`src/hw/sync_serial_consts.vh`:
```
// Constants for the synchronous serial transmit port
`ifndef SYNC_SERIAL_CONSTS_VH
`define SYNC_SERIAL_CONSTS_VH

// ----------------------------------------
// Register addresses
// ----------------------------------------
`define ADDR_DATA_BUF 8'h2B
`define ADDR_CONTROL 8'h31
`define ADDR_STATUS 8'h32

// ----------------------------------------
// Control register fields
// ----------------------------------------
`define CTL_RUN 7
`define CTL_HALT 6
`define CTL_MODE_HI 5
`define CTL_MODE_LO 4
`define CTL_ORDER 3
`define CTL_SRC_HI 2
`define CTL_SRC_LO 0
`define CTL_RESET 8'h00
`define MODE_TX_ONLY 2'h0
`define SRC_EXTERNAL 3'h7
`define SRC_SLOWEST 3'h0

// ----------------------------------------
// Status register fields
// ----------------------------------------
`define STS_ACTIVE 7
`define STS_PARTIAL 6
`define STS_TX_EMPTY 5
`define STS_RX_FULL 4
`define STS_TX_UNDERRUN 3
`define STS_RX_OVERRUN 2
`define BYTE_ZERO 8'h00
`define BYTE_ONES 8'hFF

// ----------------------------------------
// Serial clock half periods in core clocks, HALF_LF_EDGES in low-frequency clock rising edges
// ----------------------------------------
`define HALF_CODE0 12'h800
`define HALF_CODE1 12'h080
`define HALF_CODE2 12'h040
`define HALF_CODE3 12'h020
`define HALF_CODE4 12'h010
`define HALF_CODE5 12'h008
`define HALF_CODE6 12'h004
`define HALF_LF_EDGES 4'h8
`define LAST_BIT 3'h7
`define FIRST_BIT 3'h0

`endif

```
`src/hw/sync_serial_tx.v`:
```
// Synchronous serial port, transmit path with register port
//
// Chosen here: the register offsets and strobed register access.
`timescale 1ns/100ps
`default_nettype none
`include "sync_serial_consts.vh"

module sync_serial_tx #(
  parameter DATA_W = 8,
  parameter ADDR_W = 8
) (
  input wire I_CORE_CLK,
  input wire I_RESET_N,
  input wire [ADDR_W-1:0] I_ADDR,
  input wire [DATA_W-1:0] I_WDATA,
  input wire I_WR,
  input wire I_RD,
  output reg [DATA_W-1:0] O_RDATA,
  input wire I_PRESCALE_TAP_SELECT,
  input wire I_LOW_SPEED_MODE,
  input wire I_LOW_FREQ_CLOCK,
  input wire I_SERIAL_CLOCK_IN,
  output reg O_SERIAL_CLOCK_OUT,
  output wire O_SERIAL_CLOCK_OE,
  output reg O_SERIAL_OUT,
  output reg O_SERIAL_IRQ
);

  // ----------------------------------------
  // Declarations
  // ----------------------------------------
  reg transfer_run;
  reg [1:0] transfer_mode_select;
  reg bit_order_select;
  reg [2:0] clock_source;
  reg transfer_active_flag;
  reg partial_shift_flag;
  reg tx_buffer_empty_flag;
  reg tx_underrun_flag;
  reg [DATA_W-1:0] tx_holding_buffer;
  reg [DATA_W-1:0] shift_data;
  reg [2:0] bit_count;
  reg in_frame;
  reg loaded;
  reg irq_pending;
  reg ext_clk_q;
  wire ctl_wr;
  wire sts_wr;
  wire buf_wr;
  wire halt_req;
  wire external_clk;
  wire tx_mode;
  wire int_tick;
  wire int_fall;
  wire int_rise;
  wire ext_fall;
  wire ext_rise;
  wire fall_ev;
  wire rise_ev;
  wire may_start;
  wire [2:0] next_index;
  wire [2:0] first_index;
  wire [DATA_W-1:0] status_byte;
  wire [DATA_W-1:0] control_byte;

  assign ctl_wr = I_WR && (I_ADDR == `ADDR_CONTROL);
  assign sts_wr = I_WR && (I_ADDR == `ADDR_STATUS);
  assign buf_wr = I_WR && (I_ADDR == `ADDR_DATA_BUF);
  assign halt_req = ctl_wr && I_WDATA[`CTL_HALT];
  assign tx_mode = (transfer_mode_select == `MODE_TX_ONLY);
  assign external_clk = (clock_source == `SRC_EXTERNAL);
  assign O_SERIAL_CLOCK_OE = ~external_clk;

  // ----------------------------------------
  // Internal clock rate
  // ----------------------------------------
  // divider rates
  serial_rate_gen #(
    .CNT_W(12)
  ) u_rate (
    .i_clk(I_CORE_CLK),
    .i_reset_n(I_RESET_N),
    .i_enable(~external_clk & transfer_active_flag | may_start | in_frame),
    .i_code(clock_source),
    .i_tap_select(I_PRESCALE_TAP_SELECT),
    .i_low_speed(I_LOW_SPEED_MODE),
    .i_lf_clk(I_LOW_FREQ_CLOCK),
    .o_tick(int_tick)
  );

  // ----------------------------------------
  // Serial clock edges
  // ----------------------------------------
  // internal clock starts only with data written
  assign may_start = transfer_run && tx_mode && !tx_buffer_empty_flag && !external_clk;
  assign int_fall = int_tick && O_SERIAL_CLOCK_OUT && (in_frame || may_start);
  assign int_rise = int_tick && !O_SERIAL_CLOCK_OUT;
  assign ext_fall = external_clk && ext_clk_q && !I_SERIAL_CLOCK_IN;
  assign ext_rise = external_clk && !ext_clk_q && I_SERIAL_CLOCK_IN;
  assign fall_ev = external_clk ? ext_fall : int_fall;
  assign rise_ev = external_clk ? ext_rise : int_rise;

  assign first_index = bit_order_select ? `FIRST_BIT : `LAST_BIT;
  assign next_index = bit_order_select ? bit_count : (`LAST_BIT - bit_count);

  always @(posedge I_CORE_CLK or negedge I_RESET_N)
  begin
    if (!I_RESET_N)
    begin
      ext_clk_q <= 1'b1;
      O_SERIAL_CLOCK_OUT <= 1'b1;
    end
    else
    begin
      ext_clk_q <= I_SERIAL_CLOCK_IN;
      if (halt_req || external_clk)
      begin
        O_SERIAL_CLOCK_OUT <= 1'b1;
      end
      else if (int_fall)
      begin
        O_SERIAL_CLOCK_OUT <= 1'b0;
      end
      else if (int_rise)
      begin
        O_SERIAL_CLOCK_OUT <= 1'b1;
      end
    end
  end

  // ----------------------------------------
  // Control register
  // ----------------------------------------
  always @(posedge I_CORE_CLK or negedge I_RESET_N)
  begin
    if (!I_RESET_N)
    begin
      transfer_run <= 1'b0;
      transfer_mode_select <= 2'h0;
      bit_order_select <= 1'b0;
      clock_source <= 3'h0;
    end
    else if (ctl_wr)
    begin
      transfer_mode_select <= I_WDATA[`CTL_MODE_HI:`CTL_MODE_LO];
      bit_order_select <= I_WDATA[`CTL_ORDER];
      clock_source <= I_WDATA[`CTL_SRC_HI:`CTL_SRC_LO];
      transfer_run <= I_WDATA[`CTL_RUN] & ~I_WDATA[`CTL_HALT];
    end
  end

  // ----------------------------------------
  // Holding buffer and shifter
  // ----------------------------------------
  always @(posedge I_CORE_CLK or negedge I_RESET_N)
  begin
    if (!I_RESET_N)
    begin
      tx_holding_buffer <= `BYTE_ZERO;
      tx_buffer_empty_flag <= 1'b1;
      tx_underrun_flag <= 1'b0;
      transfer_active_flag <= 1'b0;
      partial_shift_flag <= 1'b0;
      shift_data <= `BYTE_ONES;
      bit_count <= 3'h0;
      in_frame <= 1'b0;
      loaded <= 1'b0;
      irq_pending <= 1'b0;
      O_SERIAL_OUT <= 1'b1;
      O_SERIAL_IRQ <= 1'b0;
    end
    else if (halt_req)
    begin
      tx_holding_buffer <= `BYTE_ZERO;
      tx_buffer_empty_flag <= 1'b1;
      tx_underrun_flag <= 1'b0;
      transfer_active_flag <= 1'b0;
      partial_shift_flag <= 1'b0;
      shift_data <= `BYTE_ONES;
      bit_count <= 3'h0;
      in_frame <= 1'b0;
      loaded <= 1'b0;
      irq_pending <= 1'b0;
      O_SERIAL_OUT <= 1'b1;
      O_SERIAL_IRQ <= 1'b0;
    end
    else
    begin
      O_SERIAL_IRQ <= 1'b0;
      if (buf_wr && tx_buffer_empty_flag)
      begin
        tx_holding_buffer <= I_WDATA;
        tx_buffer_empty_flag <= 1'b0;
      end
      if (sts_wr && !I_WDATA[`STS_TX_UNDERRUN])
      begin
        tx_underrun_flag <= 1'b0;
      end
      if (!in_frame && !transfer_run)
      begin
        transfer_active_flag <= 1'b0;
        O_SERIAL_OUT <= 1'b1;
      end
      if (fall_ev)
      begin
        if (irq_pending)
        begin
          O_SERIAL_IRQ <= 1'b1;
          irq_pending <= 1'b0;
        end
        if (!in_frame)
        begin
          if (transfer_run && tx_mode)
          begin
            transfer_active_flag <= 1'b1;
            partial_shift_flag <= 1'b1;
            in_frame <= 1'b1;
            bit_count <= 3'h0;
            if (!tx_buffer_empty_flag)
            begin
              shift_data <= tx_holding_buffer;
              O_SERIAL_OUT <= tx_holding_buffer[first_index];
              loaded <= 1'b1;
            end
            else
            begin
              shift_data <= `BYTE_ONES;
              O_SERIAL_OUT <= 1'b1;
              loaded <= 1'b0;
              tx_underrun_flag <= 1'b1;
              irq_pending <= 1'b1;
            end
          end
        end
        else
        begin
          O_SERIAL_OUT <= shift_data[next_index];
          if (bit_count == `LAST_BIT)
          begin
            partial_shift_flag <= 1'b0;
          end
        end
      end
      if (rise_ev && in_frame)
      begin
        bit_count <= bit_count + 3'h1;
        if (bit_count == `FIRST_BIT && loaded)
        begin
          tx_buffer_empty_flag <= 1'b1;
          irq_pending <= 1'b1;
          loaded <= 1'b0;
        end
        if (bit_count == `LAST_BIT)
        begin
          in_frame <= 1'b0;
          if (!transfer_run)
          begin
            transfer_active_flag <= 1'b0;
            O_SERIAL_OUT <= 1'b1;
          end
        end
      end
      if (sts_wr && !I_WDATA[`STS_TX_UNDERRUN] && fall_ev && !in_frame
          && transfer_run && tx_mode && tx_buffer_empty_flag)
      begin
        // Set wins over a clear in the same cycle
        tx_underrun_flag <= 1'b1;
      end
    end
  end

  // ----------------------------------------
  // Read path
  // ----------------------------------------
  assign control_byte = {transfer_run, 1'b0, transfer_mode_select, bit_order_select,
                         clock_source};
  assign status_byte = {transfer_active_flag, partial_shift_flag, tx_buffer_empty_flag,
                        1'b0, tx_underrun_flag, 3'h0};

  always @(posedge I_CORE_CLK or negedge I_RESET_N)
  begin
    if (!I_RESET_N)
    begin
      O_RDATA <= `BYTE_ZERO;
    end
    else if (I_RD)
    begin
      case (I_ADDR)
        `ADDR_CONTROL: O_RDATA <= control_byte;
        `ADDR_STATUS: O_RDATA <= status_byte;
        default: O_RDATA <= `BYTE_ZERO;
      endcase
    end
    else
    begin
      O_RDATA <= `BYTE_ZERO;
    end
  end

endmodule // sync_serial_tx

`default_nettype wire

```
`src/hw/serial_rate_gen.v`:
```
// Half-period tick generator for the internal serial clock
`timescale 1ns/100ps
`default_nettype none
`include "sync_serial_consts.vh"

module serial_rate_gen #(
  parameter CNT_W = 12
) (
  input wire i_clk,
  input wire i_reset_n,
  input wire i_enable,
  input wire [2:0] i_code,
  input wire i_tap_select,
  input wire i_low_speed,
  input wire i_lf_clk,
  output reg o_tick
);

  reg [CNT_W-1:0] count;
  reg [CNT_W-1:0] half;
  reg [3:0] lf_count;
  reg lf_q;
  reg use_lf;
  reg stopped;
  wire lf_rise;

  assign lf_rise = i_lf_clk & ~lf_q;

  // ----------------------------------------
  // Rate selection
  // ----------------------------------------
  always @*
  begin
    use_lf = 1'b0;
    stopped = 1'b0;
    half = `HALF_CODE0;
    case (i_code)
      3'h0: use_lf = i_tap_select | i_low_speed;
      3'h1: half = `HALF_CODE1;
      3'h2: half = `HALF_CODE2;
      3'h3: half = `HALF_CODE3;
      3'h4: half = `HALF_CODE4;
      3'h5: half = `HALF_CODE5;
      3'h6: half = `HALF_CODE6;
      default: stopped = 1'b1;
    endcase
    if (i_low_speed && (i_code != `SRC_SLOWEST))
    begin
      stopped = 1'b1;
    end
  end

  // ----------------------------------------
  // Counters
  // ----------------------------------------
  always @(posedge i_clk or negedge i_reset_n)
  begin
    if (!i_reset_n)
    begin
      count <= {CNT_W{1'b0}};
      lf_count <= 4'h0;
      lf_q <= 1'b0;
      o_tick <= 1'b0;
    end
    else
    begin
      lf_q <= i_lf_clk;
      o_tick <= 1'b0;
      if (!i_enable || stopped)
      begin
        count <= {CNT_W{1'b0}};
        lf_count <= 4'h0;
      end
      else if (use_lf)
      begin
        if (lf_rise)
        begin
          if (lf_count == `HALF_LF_EDGES - 4'h1)
          begin
            lf_count <= 4'h0;
            o_tick <= 1'b1;
          end
          else
          begin
            lf_count <= lf_count + 4'h1;
          end
        end
      end
      else if (count == half - {{(CNT_W-1){1'b0}}, 1'b1})
      begin
        count <= {CNT_W{1'b0}};
        o_tick <= 1'b1;
      end
      else
      begin
        count <= count + {{(CNT_W-1){1'b0}}, 1'b1};
      end
    end
  end

endmodule // serial_rate_gen

`default_nettype wire

```
`config.mk`:
```
export PLATFORM = sky130hd
export DESIGN_NAME = sync_serial_tx
export DESIGN_NICKNAME = d
export VERILOG_FILES = /design/src/hw/sync_serial_tx.v /design/src/hw/serial_rate_gen.v
export VERILOG_INCLUDE_DIRS = /design/src /design/src/hw
export SDC_FILE = /design/constraint.sdc
export NUM_CORES = 1
export LEC_CHECK = 0
export BUFFER_PORTS_ARGS = -buffer_cell sky130_fd_sc_hd__buf_2
export CORE_MARGIN = 4
export CORE_UTILIZATION = 45
export DETAILED_ROUTE_END_ITERATION = 10
export MAX_ROUTING_LAYER = met4
export RECOVER_POWER = 25
export SETUP_SLACK_MARGIN = 0.05
export SLEW_MARGIN = 20
export SYNTH_ARGS = -nofsm -noshare
export SYNTH_HDL_FRONTEND = slang
export SYNTH_HIERARCHICAL = 1
export SYNTH_SLANG_ARGS = --single-unit
export TNS_END_PERCENT = 30
```
`constraint.sdc`:
```
create_clock -name I_CORE_CLK -period 3.2 [get_ports I_CORE_CLK]
set_input_delay 0.16 -clock I_CORE_CLK [delete_from_list [all_inputs] [get_ports I_CORE_CLK]]
set_output_delay 0.16 -clock I_CORE_CLK [all_outputs]
set_load 0.01 [all_outputs]
```
==> results by stage <==
Timing:
- Setup repair after global routing left no endpoint under its margin.
- The total count of hold-check failures in the final report is 0.
- The count of final max-slew check failures is 0.
- Timing would allow up to 363.6 MHz.
- The tightest slew margin relative to the limit is 18.62%.
- The worst path uses 85.94% of the clock period.
- Subtracting the final worst setup slack from the clock period gives 2.750 ns.
- The aggregate negative setup slack is 0 ns.
- For the pin with the worst max-slew slack, the measured transition is 1.221 ns.
- The clock arrives with 0.01228 ns of skew.
- The final number of setup-violating endpoints is 0.

Clock tree:
- The deepest level of the CTS H-tree is 3.
- TritonCTS built the clock tree.
- The clock passes through at most 2 buffers.
- The tree is rooted in a sky130_fd_sc_hd__clkbuf_8.
- The TritonCTS buffer count is 9.
- The sink count of the clock tree is 63.
- Post-CTS timing repair inserted 0 buffers for setup.
- The clock latency at the later pin of the worst-skew pair is 0.34 ns.
- The clock-pin slew of the registers on the worst-case setup and hold paths is 0.07 ns.

Setup path:
- The startpoint identified for the worst register-to-register timing path is clock_source[1].
- For the worst setup path, the data required time is 3.41 ns.
- The worst register-to-register path ends at u_rate/count[3].
- The endpoint class of the critical path is a register.
- STA puts the critical path data arrival time at 2.96 ns.
- The cell depth of the worst flop-to-flop path is 10.
- The flop-to-flop setup slack is 0.45 ns.
- STA classifies the critical path startpoint as a register.
- The worst setup path is of the register to register kind.
- Along the worst path, the maximum fanout reaches 15.

Min path:
- Along the worst hold path, the cell count comes to 2.
- In this run the most critical hold path is launched from I_WDATA[4].
- The end point of the worst hold path is transfer_mode_select[0].
- The type of the worst min-delay path is input pin to register.

GRT:
- The global router's overall resource usage is 19.25%.
- The initial antenna violation count is 0.
- The number of global-route vias before repair is 2909.
- Global routing finished with a remaining overflow of 0.
- The pin count of the biggest net entering global routing is 50.
- The first global-routing pass estimated 14.71 mm of wire.

Synthesis:
- In the synthesized netlist the dominant register cell turns out to be sky130_fd_sc_hd__dfrtp_1.
- The number of flops mapped to enable cells by yosys is 0.
- The proportion of synthesized area in mux cells is 8.468%.
- The yosys synthesis warning count is 6.
- The cell area after synthesis is 3724 sq um.
- The mean post-synth cell area is 9.622 sq um.
- The synthesized flop and latch total is 63.
- Synthesis produced a netlist whose cell count is 387.
- The main combinational cell family by area after synthesis is simple AND/OR/NAND/NOR gates.
- The synthesized netlist contains 71 unique library cells.
- Of the total synthesized cell area, the portion taken by full adders, half adders and majority gates is 3.696%.
- The synthesized netlist devotes 24.03% of its cell area to simple gates.
- Counting flops with an async set or reset pin after synthesis yields a share of 100.0%.
- Sequential cells were found to cover 42.74% of the synthesized design area.
- The xor/xnor share of the synthesized area is 1.882%.
- The number of nets handed over by synthesis was 422.
- The synthesized netlist devotes 14.85% of its cell area to compound gates.

Floorplanning:
- The initial utilization of the core area, before any placement, comes to 47.21%.
- The floorplan die width is 98.97 um.
- In this run the core area contains 32 standard-cell rows.
- In this run the standard cell core region covers 7888 sq um.
- The area enclosed by the die boundary is 9794 sq um.
- The die outline height is 98.97 um.
- The number of top-level design ports is 36.

Layout:
- The net count of the finished layout is 458.
- The storage element area is 1593 sq um.
- The fraction of final layout cells with drive strength greater than 1 is 23.36%.
- Excluding fillers, the count of instances in the completed layout stands at 530.
- Counting the fill cells in the layout gives 732.
- The area of the multi-input gates is 1979 sq um.
- The repair_antennas step left the layout with diodes totalling 0.
- The area growth from synthesis to layout is 12.90%.

Job:
- The max-cap violation count is 0.

Power:
- Overall power consumption after layout is estimated at 0.001985 W.
- The leakage dissipation is 1.947 nW.
- Power spread over the standard cell area amounts to 472.1 nW/um^2.
- The peak supply drop is 0.3206 mV.

Drt:
- The final route contains 2961 vias.
- After detailed routing, the number of remaining DRC violations is 0.
- The first routing iteration left 85 violations.
- In the routed layout, each cell is associated on average with a via count of 5.587.
- The first TritonRoute pass finished after 4 iterations.
- The total length of routed wires is 8.665 mm.
- The count of nets left with antenna violations once routing finished came out at 0.
- The average wire per cell in the routed design is 16.35 um.

Outcome:
- The flow ran to the end, and the final reports show no timing, DRC or antenna violations.

Placed design:
- In this run the tool buffered the top-level ports with 35 buffer cells.
- The routability-driven placement congestion ratio is 0.8568.
- Counting tap cells, the placed design contains a total of 511 instances.
- The half-perimeter wire length after placement is 6.267 mm.
==> cells in the final DEF, fill, tap and decap left out, types with 9 or more instances in the layout <==
cell                        n
sky130_fd_sc_hd__ha_1      11
sky130_fd_sc_hd__nand3_1   17
sky130_fd_sc_hd__buf_2     32
sky130_fd_sc_hd__dfrtp_1   50
sky130_fd_sc_hd__inv_1     14
sky130_fd_sc_hd__nor2_1    30
sky130_fd_sc_hd__nor3_1    18
sky130_fd_sc_hd__clkbuf_8   9
sky130_fd_sc_hd__mux2i_1   18
sky130_fd_sc_hd__o21ai_0   29
sky130_fd_sc_hd__a21oi_1   16
sky130_fd_sc_hd__dfstp_2   12
sky130_fd_sc_hd__nand2_1   24
==> registers in the layout, summed over array words and instances, names as in the netlist, 2 cells and up <==
register              cells
u_rate/count             12
shift_data                8
transfer_mode_select      2
clock_source              3
bit_count                 3
tx_holding_buffer         8
O_RDATA                   8
u_rate/lf_count           4
==> kinds of logic (layout without fill, tap and decap cells) <==
family / count (synthesis) / after routing
buffers and inverters: 36 / 77
XOR/XNOR: 8 / 8
multiplexers: 28 / 28
adder cells (fa/ha/maj): 11 / 11
AND/OR/NAND/NOR: 155 / 155
AO/OA/AOI/OAI: 86 / 86
flip-flops: 63 / 63
==> where the power goes <==
group | internal, W | switching (W)
Combinational | 0.000154 | 0.000177
Clock | 0.000357 | 0.000315
Sequential | 0.000884 | 0.0000979
Total | 0.00140 | 0.000589
==> critical path, stage by stage (launching register included) <==
cell,delay [ns]
sky130_fd_sc_hd__dfrtp_1,0.47
sky130_fd_sc_hd__inv_2,0.16
sky130_fd_sc_hd__nand3_1,0.12
sky130_fd_sc_hd__ha_1,0.28
sky130_fd_sc_hd__xnor2_1,0.16
sky130_fd_sc_hd__nor4bb_1,0.28
sky130_fd_sc_hd__a21oi_1,0.07
sky130_fd_sc_hd__a211oi_1,0.38
sky130_fd_sc_hd__nand4_4,0.33
sky130_fd_sc_hd__a31oi_1,0.28
sky130_fd_sc_hd__mux2i_1,0.10
==> how the worst max path moves through the flow <==
| stage | from | to | slack (ns) | cells past startpoint |
|---|---|---|---|---|
| floorplan | clock_source[2] | u_rate/count[5] | 0.57 | 11 |
| global placement | clock_source[2] | u_rate/count[10] | 0.44 | 9 |
| detailed placement | clock_source[2] | u_rate/count[3] | 0.32 | 9 |
| CTS | clock_source[2] | u_rate/count[3] | 0.28 | 9 |
| global route | clock_source[1] | u_rate/count[11] | 0.14 | 10 |
| finish | clock_source[1] | u_rate/count[3] | 0.45 | 10 |
==> metal layers <==
layer / track usage [%] / routed length [um] / up-vias
met1: 24.52 / 3967 / 1420
met5: - / 0 / -
met3: 4.034 / 211 / 7
met2: 31.10 / 4413 / 50
li1: - / - / 1484
met4: 5.357 / 72 / 0
==> per-stage QoR <==
step	worst slack (ns)	hold WS, ns	util [%]	instance area, sq um
detailed placement	0.3199	0.2929	50.43	3978
global placement	0.4388	0.2919	50.43	3978
finish	0.4500	0.08424	53.30	4204
global route	0.1381	0.07399	53.30	4204
floorplan	0.5719	-0.1356	-	3724
CTS	0.2829	0.05509	53.08	4187
==> synthesized netlist by cell type (5+ instances only) <==
cell / count / area share (%)
sky130_fd_sc_hd__a31oi_1: 7 / 1.2
sky130_fd_sc_hd__nor3_1: 18 / 2.4
sky130_fd_sc_hd__ha_1: 11 / 3.7
sky130_fd_sc_hd__dfstp_2: 12 / 8.5
sky130_fd_sc_hd__clkbuf_1: 9 / 0.91
sky130_fd_sc_hd__a21oi_1: 16 / 2.2
sky130_fd_sc_hd__buf_2: 6 / 0.81
sky130_fd_sc_hd__nand2_1: 24 / 2.4
sky130_fd_sc_hd__nor2_1: 30 / 3.0
sky130_fd_sc_hd__and3_1: 8 / 1.3
sky130_fd_sc_hd__inv_1: 14 / 1.4
sky130_fd_sc_hd__o21ai_0: 29 / 3.9
sky130_fd_sc_hd__nand4_1: 7 / 1.2
sky130_fd_sc_hd__nand2b_1: 5 / 0.84
sky130_fd_sc_hd__nand3_1: 17 / 2.3
sky130_fd_sc_hd__dfrtp_1: 51 / 34
sky130_fd_sc_hd__mux2_2: 8 / 2.4
sky130_fd_sc_hd__mux2i_1: 18 / 4.8
==> cell type report <==
class                           count  area share (%)
Multi-Input combinational cell    288           47.08
Sequential cell                    63           37.89
Timing Repair Buffer               45           6.071
Clock buffer                       10           3.036
Tap cell                          102           3.036
Clock inverter                      6           1.458
Inverter                           16           1.429
==> timing repair <==
action | CTS | global route
gates resized for setup | 0 | 2
hold buffers | 2 | 1
setup endpoints to repair | 0 | 12
hold endpoints to repair | 2 | 36
Power figures use the tool's default switching activity.
